File: src/mst_pkg.sv
// Constants shared by the module management status timing block.
package mst_pkg;
    // Clock and timing.
    localparam int unsigned CLK_KHZ = 40000;
    localparam int unsigned T_INIT_MS = 2000;
    localparam int unsigned INIT_MAX_CYC = T_INIT_MS * CLK_KHZ;
    localparam int unsigned T_RST_MIN_US = 2;
    localparam int unsigned RST_MIN_CYC = (T_RST_MIN_US * CLK_KHZ + 999) / 1000;
    // Register byte offsets.
    localparam logic [7:0] OFS_STATUS = 8'h00;
    localparam logic [7:0] OFS_FLAGS = 8'h04;
    localparam logic [7:0] OFS_MASK = 8'h08;
    localparam logic [7:0] OFS_CTRL = 8'h0c;
    localparam logic [7:0] OFS_RAW = 8'h10;
    // Status bit positions.
    localparam int STS_NOT_READY = 0;
    localparam int STS_BUS_READY = 1;
    localparam int STS_LOW_POWER = 2;
    localparam int STS_SELECTED = 3;
    // Flag layout: lane loss of signal, lane transmit fault, other, init done.
    localparam int N_LANE = 4;
    localparam int N_OTHER = 8;
    localparam int FLG_LOS = 0;
    localparam int FLG_TXF = 4;
    localparam int FLG_OTH = 8;
    localparam int FLG_INIT = 16;
    localparam int N_FLAG = 17;
    localparam int N_COND = 16;
    // Control bit positions and reset values.
    localparam int CTL_PDOWN = 0;
    localparam logic [N_FLAG-1:0] MASK_RST = 17'h00000;
    localparam logic CTL_PDOWN_RST = 1'b0;
    // Pin synchroniser layout.
    localparam int PIN_PWR = 20;
    localparam int PIN_RST = 19;
    localparam int PIN_SEL = 18;
    localparam int PIN_LP = 17;
    localparam int PIN_MCLK = 16;
    localparam int N_PIN = 21;
    // Bus answers.
    localparam logic [1:0] RESP_OKAY = 2'h0;
    localparam logic [1:0] RESP_SLVERR = 2'h2;
    localparam logic [1:0] RESP_DECERR = 2'h3;
    typedef enum logic [3:0] {
        ST_OFF = 4'h1,
        ST_HOLD = 4'h2,
        ST_INIT = 4'h4,
        ST_READY = 4'h8
    } mst_state_t;
    typedef enum logic [2:0] {
        SEL_STATUS,
        SEL_FLAGS,
        SEL_MASK,
        SEL_CTRL,
        SEL_RAW,
        SEL_NONE
    } mst_sel_t;
endpackage : mst_pkg

File: src/mst_top.sv
// Module management control, status, flag latching and interrupt sequencing.
//
// The address map and register access over AXI4-Lite were decided locally.
`timescale 1ns/1ps
module mst_top
    import mst_pkg::*;
#(
    parameter int unsigned INIT_CYC = INIT_MAX_CYC
)(
    // Clock and reset.
    input wire logic aclk,
    input wire logic aresetn,
    // Register bus, write channels.
    input wire logic [7:0] s_axi_awaddr,
    input wire logic s_axi_awvalid,
    output logic s_axi_awready,
    input wire logic [31:0] s_axi_wdata,
    input wire logic [3:0] s_axi_wstrb,
    input wire logic s_axi_wvalid,
    output logic s_axi_wready,
    output logic [1:0] s_axi_bresp,
    output logic s_axi_bvalid,
    input wire logic s_axi_bready,
    // Register bus, read channels.
    input wire logic [7:0] s_axi_araddr,
    input wire logic s_axi_arvalid,
    output logic s_axi_arready,
    output logic [31:0] s_axi_rdata,
    output logic [1:0] s_axi_rresp,
    output logic s_axi_rvalid,
    input wire logic s_axi_rready,
    // Module pins.
    input wire logic power_good,
    input wire logic module_reset_n,
    input wire logic module_select_n,
    input wire logic low_power_select,
    input wire logic mgmt_clk,
    output logic interrupt_request_n,
    output logic low_power_mode,
    // Monitored conditions.
    input wire logic [N_LANE-1:0] rx_los,
    input wire logic [N_LANE-1:0] tx_fault,
    input wire logic [N_OTHER-1:0] other_cond
);

    if (INIT_CYC < 2 || INIT_CYC > INIT_MAX_CYC)
    begin : g_bad_init
        $error("INIT_CYC out of range");
    end

    function automatic mst_sel_t reg_sel(input logic [7:0] addr);
        unique case (addr)
            OFS_STATUS: reg_sel = SEL_STATUS;
            OFS_FLAGS: reg_sel = SEL_FLAGS;
            OFS_MASK: reg_sel = SEL_MASK;
            OFS_CTRL: reg_sel = SEL_CTRL;
            OFS_RAW: reg_sel = SEL_RAW;
            default: reg_sel = SEL_NONE;
        endcase
    endfunction : reg_sel

    ////////////////////////////////////////////////////////////////////////////
    // Pin synchronisers; only the second stage is read.
    logic [N_PIN-1:0] pin_s1_ff;
    logic [N_PIN-1:0] pin_s2_ff;
    logic mclk_d_ff;
    always_ff @(posedge aclk)
    begin
        if (!aresetn)
        begin
            pin_s1_ff <= '0;
            pin_s2_ff <= '0;
            mclk_d_ff <= 1'b0;
        end
        else
        begin
            pin_s1_ff <= {power_good, module_reset_n, module_select_n, low_power_select,
                          mgmt_clk, other_cond, tx_fault, rx_los};
            pin_s2_ff <= pin_s1_ff;
            mclk_d_ff <= pin_s2_ff[PIN_MCLK];
        end
    end

    logic pwr_s;
    logic rst_s;
    logic sel_s;
    logic lp_s;
    logic link_fall;
    logic [N_COND-1:0] cond_s;
    assign pwr_s = pin_s2_ff[PIN_PWR];
    assign rst_s = pin_s2_ff[PIN_RST];
    assign sel_s = ~pin_s2_ff[PIN_SEL];
    assign lp_s = pin_s2_ff[PIN_LP];
    assign cond_s = pin_s2_ff[N_COND-1:0];
    // Stand-in for the falling clock edge after a stop bit on the management link.
    assign link_fall = mclk_d_ff & ~pin_s2_ff[PIN_MCLK];

    ////////////////////////////////////////////////////////////////////////////
    // Reset pulse filter and initialization sequencer.
    localparam int RW = $clog2(RST_MIN_CYC + 1);
    localparam logic [RW-1:0] RST_LAST = RW'(RST_MIN_CYC - 1);
    localparam logic [31:0] INIT_LAST = 32'(INIT_CYC - 1);
    mst_state_t st_ff;
    logic [RW-1:0] rst_cnt_ff;
    logic [31:0] init_cnt_ff;

    always_ff @(posedge aclk)
    begin
        if (!aresetn || rst_s)
            rst_cnt_ff <= '0;
        else if (rst_cnt_ff != RST_LAST)
            rst_cnt_ff <= rst_cnt_ff + 1'b1;
    end

    always_ff @(posedge aclk)
    begin
        if (!aresetn)
        begin
            st_ff <= ST_OFF;
            init_cnt_ff <= '0;
        end
        else if (!pwr_s)
        begin
            st_ff <= ST_OFF;
            init_cnt_ff <= '0;
        end
        else if (!rst_s && rst_cnt_ff == RST_LAST)
        begin
            st_ff <= ST_HOLD;
            init_cnt_ff <= '0;
        end
        else
        begin
            unique case (st_ff)
                ST_OFF: st_ff <= ST_INIT;
                ST_HOLD: if (rst_s) st_ff <= ST_INIT;
                ST_INIT:
                begin
                    init_cnt_ff <= init_cnt_ff + 32'h1;
                    if (init_cnt_ff == INIT_LAST)
                        st_ff <= ST_READY;
                end
                ST_READY: st_ff <= ST_READY;
            endcase
        end
    end

    logic ready;
    logic init_done;
    assign ready = (st_ff == ST_READY);
    assign init_done = (st_ff == ST_INIT) && (init_cnt_ff == INIT_LAST) && pwr_s &&
                       !(!rst_s && rst_cnt_ff == RST_LAST);

    // Accesses get OKAY only once ready and selected; the pin path adds two cycles, this flop one more.
    logic bus_on_ff;
    always_ff @(posedge aclk)
    begin
        if (!aresetn)
            bus_on_ff <= 1'b0;
        else
            bus_on_ff <= ready && sel_s;
    end

    ////////////////////////////////////////////////////////////////////////////
    // Register bus slave.
    logic aw_held_ff;
    logic w_held_ff;
    logic [7:0] awaddr_ff;
    logic [31:0] wdata_ff;
    logic [3:0] wstrb_ff;
    logic aw_hs;
    logic w_hs;
    logic ar_hs;
    logic wr_go;
    assign aw_hs = s_axi_awvalid & s_axi_awready;
    assign w_hs = s_axi_wvalid & s_axi_wready;
    assign ar_hs = s_axi_arvalid & s_axi_arready;
    assign wr_go = aw_held_ff & w_held_ff & ~s_axi_bvalid;

    always_ff @(posedge aclk)
    begin
        if (!aresetn)
        begin
            aw_held_ff <= 1'b0;
            w_held_ff <= 1'b0;
            awaddr_ff <= '0;
            wdata_ff <= '0;
            wstrb_ff <= '0;
            s_axi_awready <= 1'b0;
            s_axi_wready <= 1'b0;
            s_axi_bvalid <= 1'b0;
            s_axi_bresp <= RESP_OKAY;
        end
        else
        begin
            if (aw_hs)
                awaddr_ff <= s_axi_awaddr;
            if (w_hs)
            begin
                wdata_ff <= s_axi_wdata;
                wstrb_ff <= s_axi_wstrb;
            end
            aw_held_ff <= wr_go ? 1'b0 : (aw_held_ff | aw_hs);
            w_held_ff <= wr_go ? 1'b0 : (w_held_ff | w_hs);
            s_axi_awready <= ~(aw_held_ff | aw_hs) & ~(s_axi_bvalid | wr_go);
            s_axi_wready <= ~(w_held_ff | w_hs) & ~(s_axi_bvalid | wr_go);
            if (wr_go)
            begin
                s_axi_bvalid <= 1'b1;
                if (reg_sel(awaddr_ff) == SEL_NONE)
                    s_axi_bresp <= RESP_DECERR;
                else if (!bus_on_ff)
                    s_axi_bresp <= RESP_SLVERR;
                else
                    s_axi_bresp <= RESP_OKAY;
            end
            else if (s_axi_bready)
                s_axi_bvalid <= 1'b0;
        end
    end

    logic wr_ok;
    assign wr_ok = wr_go && bus_on_ff && wstrb_ff[0];

    ////////////////////////////////////////////////////////////////////////////
    // Mask and power-down: written values wait for the next link falling edge.
    logic [N_FLAG-1:0] mask_wr_ff;
    logic [N_FLAG-1:0] mask_eff_ff;
    logic pdown_wr_ff;
    logic pdown_eff_ff;
    always_ff @(posedge aclk)
    begin
        if (!aresetn)
        begin
            mask_wr_ff <= MASK_RST;
            pdown_wr_ff <= CTL_PDOWN_RST;
        end
        else if (wr_ok && reg_sel(awaddr_ff) == SEL_MASK)
            mask_wr_ff <= wdata_ff[N_FLAG-1:0];
        else if (wr_ok && reg_sel(awaddr_ff) == SEL_CTRL)
            pdown_wr_ff <= wdata_ff[CTL_PDOWN];
    end

    always_ff @(posedge aclk)
    begin
        if (!aresetn)
        begin
            mask_eff_ff <= MASK_RST;
            pdown_eff_ff <= CTL_PDOWN_RST;
        end
        else if (link_fall)
        begin
            mask_eff_ff <= mask_wr_ff;
            pdown_eff_ff <= pdown_wr_ff;
        end
    end

    always_ff @(posedge aclk)
    begin
        if (!aresetn)
            low_power_mode <= 1'b0;
        else
            low_power_mode <= lp_s | pdown_eff_ff;
    end

    ////////////////////////////////////////////////////////////////////////////
    // Latched flags with clear on read; a new event wins over a pending clear.
    logic [N_FLAG-1:0] flags_ff;
    logic [N_FLAG-1:0] clr_pend_ff;
    logic [N_FLAG-1:0] flag_set;
    logic rd_flags;
    assign flag_set = {init_done, cond_s};
    assign rd_flags = ar_hs && bus_on_ff && reg_sel(s_axi_araddr) == SEL_FLAGS;

    always_ff @(posedge aclk)
    begin
        if (!aresetn)
            clr_pend_ff <= '0;
        else if (link_fall)
            clr_pend_ff <= rd_flags ? flags_ff : '0;
        else if (rd_flags)
            clr_pend_ff <= clr_pend_ff | flags_ff;
    end

    always_ff @(posedge aclk)
    begin
        if (!aresetn)
            flags_ff <= '0;
        else if (link_fall)
            flags_ff <= (flags_ff & ~clr_pend_ff) | flag_set;
        else
            flags_ff <= flags_ff | flag_set;
    end

    always_ff @(posedge aclk)
    begin
        if (!aresetn)
            interrupt_request_n <= 1'b1;
        else
            interrupt_request_n <= ~|(flags_ff & ~mask_eff_ff);
    end

    ////////////////////////////////////////////////////////////////////////////
    // Read channel.
    logic [31:0] rd_word;
    always_comb
    begin
        rd_word = '0;
        unique case (reg_sel(s_axi_araddr))
            SEL_STATUS:
            begin
                rd_word[STS_NOT_READY] = ~ready;
                rd_word[STS_BUS_READY] = ready;
                rd_word[STS_LOW_POWER] = low_power_mode;
                rd_word[STS_SELECTED] = sel_s;
            end
            SEL_FLAGS: rd_word[N_FLAG-1:0] = flags_ff;
            SEL_MASK: rd_word[N_FLAG-1:0] = mask_wr_ff;
            SEL_CTRL: rd_word[CTL_PDOWN] = pdown_wr_ff;
            SEL_RAW: rd_word[N_COND-1:0] = cond_s;
            SEL_NONE: rd_word = '0;
        endcase
    end

    always_ff @(posedge aclk)
    begin
        if (!aresetn)
        begin
            s_axi_arready <= 1'b0;
            s_axi_rvalid <= 1'b0;
            s_axi_rdata <= '0;
            s_axi_rresp <= RESP_OKAY;
        end
        else
        begin
            s_axi_arready <= ~(ar_hs | s_axi_rvalid);
            if (ar_hs)
            begin
                s_axi_rvalid <= 1'b1;
                if (reg_sel(s_axi_araddr) == SEL_NONE)
                begin
                    s_axi_rresp <= RESP_DECERR;
                    s_axi_rdata <= '0;
                end
                else if (!bus_on_ff)
                begin
                    s_axi_rresp <= RESP_SLVERR;
                    s_axi_rdata <= '0;
                end
                else
                begin
                    s_axi_rresp <= RESP_OKAY;
                    s_axi_rdata <= rd_word;
                end
            end
            else if (s_axi_rready)
                s_axi_rvalid <= 1'b0;
        end
    end
endmodule : mst_top

File: config.mk
export PLATFORM = sky130hd
export DESIGN_NAME = mst_top
export DESIGN_NICKNAME = d
export VERILOG_FILES = /design/src/mst_pkg.sv /design/src/mst_top.sv
export SDC_FILE = /design/constraint.sdc
export NUM_CORES = 1
export LEC_CHECK = 0
export BUFFER_PORTS_ARGS = -buffer_cell sky130_fd_sc_hd__buf_2
export CORE_MARGIN = 5
export CORE_UTILIZATION = 56
export DETAILED_ROUTE_END_ITERATION = 10
export GPL_TIMING_DRIVEN = 0
export PLACE_DENSITY = 0.91
export SLEW_MARGIN = 20
export SYNTH_ARGS = -nofsm -noshare
export SYNTH_HDL_FRONTEND = slang
export SYNTH_SLANG_ARGS = --single-unit
File: constraint.sdc
create_clock -name aclk -period 3 [get_ports aclk]
set_input_delay 0.15 -clock aclk [delete_from_list [all_inputs] [get_ports aclk]]
set_output_delay 0.15 -clock aclk [all_outputs]
set_load 0.02 [all_outputs]
==> results.ini, run 1 <==
[routing]
ant_nets = 0
drc = 0
drt_iter0_drc = 730
drtPass1Iterations = 7
totalWireLength_um = 22900
vias = 7630
via_per_inst = 5.79
wl_per_cell_um = 17.4

[worst_hold_path]
hp-class = in -> reg
holdPathStages = 3

[timing]
whs_ps = 34.9
setup_tns_ps = 0
skew_ps = 13.0
timing.fmax_ghz = 0.381
max-slew-margin-rel = 0.375
fin_crit_ps = 2620
final-hold-violation-count = 0
setup_viol = 0
slew_violations = 0
worst_pin_slew_ps = 936
fin_crit_sh = 0.875
rsz0062_at_grt = false

[global_routing]
grt_pass1_vias = 7325
grt.overflow.total = 0
grt_antenna_before_repair = 0
grt_usage = 0.253
grt_pass1_wl_um = 36900
grt_max_degree = 15

[clock_tree]
htreeDepth = 1
root_buffer = clkbuf_16
post-cts-setup-buffers = 0
cts.path.max_buffers = 3
cts-buffers-inserted = 22
cts_tree = built
clk-insertion-delay-late_ps = 510
clock_sinks = 213
clkTransAtPathRegs_ps = 60

[critical_path]
rr_worst_depth = 7
crit_path_max_incr_delay_ps = 580
crit_chain = or4b_1 -> buf_2 -> or4_4 -> buf_6 -> clkbuf_1 -> o31ai_1 -> a21oi_1
path_depth = 7
cp_max_fo = 10
critPathRequiredTime_ps = 3370
critPathSlowestCell = or4_4
worst_setup_path_start_kind = register
crit_type = reg -> reg
path_buf_inv = 3
path_delay_family = simple AND/OR/NAND/NOR gates
arrival_ps = 3000
cp-end-kind = register

[synth]
synth_top_area_cell = dfxtp_1
synth.distinct_cells = 53
muxShareOfSynthArea = 0.0256
avgSynthCellArea_sq_um = 8.71
syn_area_sq_um = 8220
synthCells = 944
synth-adder-area-share = 0.00304
ys_seq_elements = 213
async_flop_share = 0
yosysSeqAreaShare = 0.519
synth-xor-area-share = 0.0128
synth_flop_cell = dfxtp_1
synth-edff-count = 0
yosysTopAreaCellShare = 0.519
netlist_top_cells_area = dfxtp_1 (52%), nand2_1 (7.8%), a21oi_1 (5.8%)
yosysWarningCount = 0
synth-simple-area-share = 0.235
synth_compound_area_frac = 0.153
synth_top_family_by_area = simple AND/OR/NAND/NOR gates

[floorplanning]
die_y_um = 131
core_area_sq_um = 14500
dieArea_sq_um = 17200
die_w_um = 131
io_pins = 123
rows = 44
start_util = 0.568

[placed_design]
io_buffer_count = 87
dpl.hpwl_um = 14700
gp_congestion = 0.914

[final_layout]
fin_nets = 1201
layout_commonest_cell = dfxtp_1
mostFrequentLayoutCells = dfxtp_1 (213), nand2_1 (171), a21oi_1 (95), buf_2 (90), nor2_1 (67)
antenna_cells = 0
area_growth_pct = 23.7
drive_above_1_share = 0.130

[run]
drv_cap = 0

[power_and_ir_drop]
power_density_nw_per_um2 = 597
total_leakage_power_nw = 3.76
irDropWorstVdd_mv = 0.399

[status]
status = complete, no violations

## sequential cells by signal (all words and copies together) (netlist names), 2 cells and up
register     cells
pin_s1_ff       21
mask_eff_ff     17
clr_pend_ff     17
s_axi_bresp      2
flags_ff        17
awaddr_ff        8
pin_s2_ff       21
st_ff            4
wdata_ff        17
s_axi_rresp      2
s_axi_rdata     17
mask_wr_ff      17
init_cnt_ff     32
rst_cnt_ff       7
## worst paths after layout
path / slack [ps] / startpoint / endpoint
max reg2reg: 380 / st_ff[1] / init_cnt_ff[28]
min: 30 / aresetn / s_axi_wready
max: 380 / st_ff[1] / init_cnt_ff[28]
min reg2reg: 430 / pin_s1_ff[1] / pin_s2_ff[1]
## report_power, final
part / internal (mW) / switching (mW)
sequential: 2.90 / 0.0493
clock: 1.64 / 1.10
combinational: 0.165 / 0.215
total: 4.71 / 1.37
## cell type report
type | instances | area, sq um
timing repair buffer | 137 | 936
fill | 1017 | 4310
sequential | 213 | 4260
clock buffer | 29 | 628
tap | 184 | 230
clock inverter | 9 | 101
multi-input combinational | 650 | 3590
buffer | 73 | 342
inverter | 22 | 82.6
## worst min-delay path: stages
cell,delay (ps)
buf_2,160
nand2b_1,120
nor3_1,60
## kinds of logic after synthesis
family | count (synthesis)
and+or+nand+nor | 396
DFF | 213
AOI/OAI and AO/OA | 204
buffers and inverters | 95
muxes | 21
xor gates and xnor gates | 12
adders and majority gates | 2
other | 1
## per-layer routing
metal  track usage  up-vias  part of all wire
met2         0.420      390              0.48
met1         0.323     3548              0.40
li1              -     3597                 -
met3        0.0451       95             0.086
met4         0.107        0             0.042
met5             0        -                 0
## what timing repair did
item | 4_1_cts | 5_1_grt
hold endpoints to repair | 49 | 0
resized for setup | 0 | 0
hold buffers | 50 | 0
## cells in the mapped netlist (all sizes together), types with 4 or more instances
library cell and number:
nand2b 7, o21ai 32, nand2 171, or4b 4
inv 22, clkbuf 53, a21oi 95, xnor2 8
a32oi 17, and2 49, or3 9, o31ai 15
mux2i 21, o22ai 4, nor4 6, nand3 16
a22oi 14, dfxtp 213, nand4 14, nor3 8
buf 20, a22o 13, nor2 67, xor2 4
nor2b 9, or4 20
## per-stage QoR
step | cell area, sq um | worst slack [ps] | total power [mW] | instances | util
after floorplan | 8270 | 668 | 3.20 | 958 | -
after global placement | 8940 | 549 | 3.31 | 1229 | 0.617
after detailed placement | 8940 | 459 | 3.32 | 1229 | 0.617
after CTS | 10200 | 410 | 6.06 | 1317 | 0.702
after global routing | 10200 | 249 | 6.25 | 1317 | 0.702
final | 10200 | 375 | 6.07 | 1317 | 0.702
Note: power is estimated with default switching activity, not from simulation.
==> inputs of run 2 (changes only) <==
--- a/config.mk
+++ b/config.mk
@@ -5,7 +5,7 @@
 export SDC_FILE = /design/constraint.sdc
 export NUM_CORES = 1
 export LEC_CHECK = 0
-export BUFFER_PORTS_ARGS = -buffer_cell sky130_fd_sc_hd__buf_2
+export BUFFER_PORTS_ARGS = -buffer_cell sky130_fd_sc_hd__buf_4
 export CORE_MARGIN = 5
 export CORE_UTILIZATION = 56
 export DETAILED_ROUTE_END_ITERATION = 10
==> run 2 against run 1 <==
  * Non-clock buffer count stayed put
  * Routed wire length is 1.3% higher
  * Critical path depth did not move
  * Register-to-register slack better by 20 ps
  * Clock skew decreased by 4.6 ps
  * Fmax rose by 0.71%
  * Sequential share of layout area fell by 0.98 points
  * Sequential cell count unchanged
  * Utilization is 1.7 points higher
  * Count of clock-buffer cells in the layout grew 4
  * Sequential power hardly changed
  * Critical path type unchanged
  * Critical endpoint unchanged
==> results.ini, run 2 (synthesis results as in run 1) <==
[global_routing]
grt_max_degree = 15  ; unchanged
grt_antenna_before_repair = 0  ; unchanged
grt.overflow.total = 0  ; unchanged
grt_pass1_wl_um = 37200  ; +0.77%
grt_pass1_vias = 7583  ; +3.5%
grt_usage = 0.254  ; +0.00111

[critical_path]
r2r_end = init_cnt_ff[28]
rr_worst_depth = 7  ; unchanged
critPathCapture = init_cnt_ff[28]
reg2reg_from = st_ff[1]
r2r_setup_slack_ps = 390  ; +20 ps
critPathRequiredTime_ps = 3370  ; about the same
crit_type = reg -> reg
crit_start = st_ff[1]
crit_path_max_incr_delay_ps = 570  ; about the same
arrival_ps = 2970  ; -30 ps
worst_setup_path_start_kind = register
crit_chain = or4b_1 -> buf_2 -> or4_4 -> buf_6 -> clkbuf_1 -> o31ai_1 -> a21oi_1
cp-end-kind = register
cp_max_fo = 10  ; unchanged
critPathSlowestCell = or4_4

[timing]
max-slew-margin-rel = 0.321  ; -0.0539
timing.fmax_ghz = 0.384  ; +0.71%
setup_tns_ps = 0  ; unchanged
final-hold-violation-count = 0  ; unchanged
worst_pin_slew_ps = 1020  ; +80.6 ps
slew_violations = 0  ; unchanged
rsz0062_at_grt = false
setup_viol = 0  ; unchanged
skew_ps = 8.41  ; -4.61 ps
fin_crit_sh = 0.869  ; -0.00613
fin_crit_ps = 2610  ; -18.4 ps

[clock_tree]
cts.path.max_buffers = 3  ; unchanged
post-cts-setup-buffers = 0  ; unchanged
root_buffer = clkbuf_16
clkTransAtPathRegs_ps = 60  ; about the same
htreeDepth = 1  ; unchanged
clk-insertion-delay-late_ps = 500  ; about the same
clock_sinks = 213  ; unchanged
cts-buffers-inserted = 22  ; unchanged
post_cts_resized = 0  ; unchanged
cts_tree = built

[routing]
wl_met3_um = 2110  ; +7.0%
drt_iter0_drc = 664  ; -9.0%
ant_nets = 0  ; unchanged
vias = 7777  ; +1.9%
totalWireLength_um = 23200  ; +1.3%
drtPass1Iterations = 5  ; -2
drc = 0  ; unchanged
highest_layer = met4
wl_per_cell_um = 17.6  ; +1.1%
via_per_inst = 5.90  ; +1.8%
dr_wl_met2_um = 11000  ; +1.3%
wl_met1_um = 8970  ; -1.2%

[power_and_ir_drop]
irDropWorstVdd_mv = 0.404  ; +1.2%
seq_power_share = 0.477  ; -0.009
power_density_nw_per_um2 = 593  ; -0.65%
clockPowerShare = 0.456  ; +0.004
p_int_mw = 4.79  ; +1.8%
p_sw_mw = 1.39  ; +1.3%
total_leakage_power_nw = 3.82  ; +1.7%
combinationalPowerShare = 0.067  ; +0.004
p_sw_frac = 0.224  ; -0.000897

[final_layout]
largest_register_ffs = 32  ; unchanged
top_regs = init_cnt_ff: 32 flops, pin_s1_ff: 21 flops, pin_s2_ff: 21 flops
layout_commonest_cell = dfxtp_1
mostFrequentLayoutCells = dfxtp_1 (213), nand2_1 (171), buf_4 (102), a21oi_1 (95), nor2_1 (67)
area_growth_pct = 26.7
drive_above_1_share = 0.130  ; -0.000229
regMostFlops = init_cnt_ff
antenna_cells = 0  ; unchanged
n_fill_cell = 954  ; -6.2%
fin_util = 0.719  ; +0.0169
fin_nets = 1201  ; unchanged

[worst_hold_path]
hp-class = in -> reg
min_from = s_axi_arvalid

[run]
drv_cap = 0  ; unchanged

[floorplanning]
io_pins = 123  ; unchanged
rows = 44  ; unchanged
dieArea_sq_um = 17200  ; unchanged
die_y_um = 131  ; unchanged
core_area_sq_um = 14500  ; unchanged
die_w_um = 131  ; unchanged
start_util = 0.568  ; unchanged

[status]
status = complete, no violations

[placed_design]
gp_congestion = 0.922  ; +0.80%
io_buffer_count = 87  ; unchanged
dpl.hpwl_um = 14600  ; -0.40%

-- run 2: changes by cell type in the layout (fill, tap and decap cells not counted), sizes merged --
cell      before  now
clkinv         6    5
clkbuf        82   86
clkinvlp       1    0
-- run 2: cell type report --
type	instances	area [sq um]	share of cell area
sequential	213	4260	0.409
multi-input combinational	650	3590	0.344
timing repair buffer	137	1150	0.111
clock buffer	33	663	0.0637
buffer	73	342	0.0328
tap	184	230	0.0221
clock inverter	7	92.6	0.00889
inverter	22	82.6	0.00793
-- run 2: timing repair --
item	CTS	global route
endpoints found under the hold margin	50	0
hold buffers	50	0
setup endpoints to repair	0	0
-- run 2: how the worst min path moves through the flow --
stage	slack (ps)	cells after the start	endpoint
global route	10	3	s_axi_rvalid
floorplan	280	1	pin_s1_ff[0]
global placement	360	2	pin_s1_ff[19]
finish	10	3	s_axi_rvalid
CTS	6	3	s_axi_rvalid
detailed placement	360	2	pin_s1_ff[15]
-- run 2: power by group through the flow --
| stage | clock network [mW] | logic (mW) | registers [mW] |
|---|---|---|---|
| 2_1_floorplan | 0 | 0.198 | 3.00 |
| 3_3_place_gp | 0 | 0.331 | 3.00 |
| 3_5_place_dp | 0 | 0.342 | 3.01 |
| 4_1_cts | 2.82 | 0.398 | 2.95 |
| 5_1_grt | 2.95 | 0.447 | 2.95 |
| 6_report | 2.82 | 0.414 | 2.95 |
-- run 2: metal layers --
layer / track usage / vias up
met4: 0.108 / 0
met5: 0 / -
li1: - / 3593
met2: 0.431 / 447
met3: 0.0470 / 103
met1: 0.316 / 3634
-- run 2: metrics by stage --
stage | power, mW | worst slack (ps) | cells | area (sq um) | hold WS [ps]
2_1_floorplan | 3.20 | 668 | 958 | 8270 | 277
3_3_place_gp | 3.33 | 549 | 1229 | 9160 | 360
3_5_place_dp | 3.35 | 497 | 1229 | 9160 | 363
4_1_cts | 6.16 | 417 | 1319 | 10400 | 5.82
5_1_grt | 6.35 | 296 | 1319 | 10400 | 9.51
6_report | 6.18 | 393 | 1319 | 10400 | 11.3
-- run 2: critical path, delay by kind of cell (launching register included) --
kind            cells  cell delay, ps
compound gates      2             490
buf+inv             3             580
flops               1             320
simple gates        2            1070
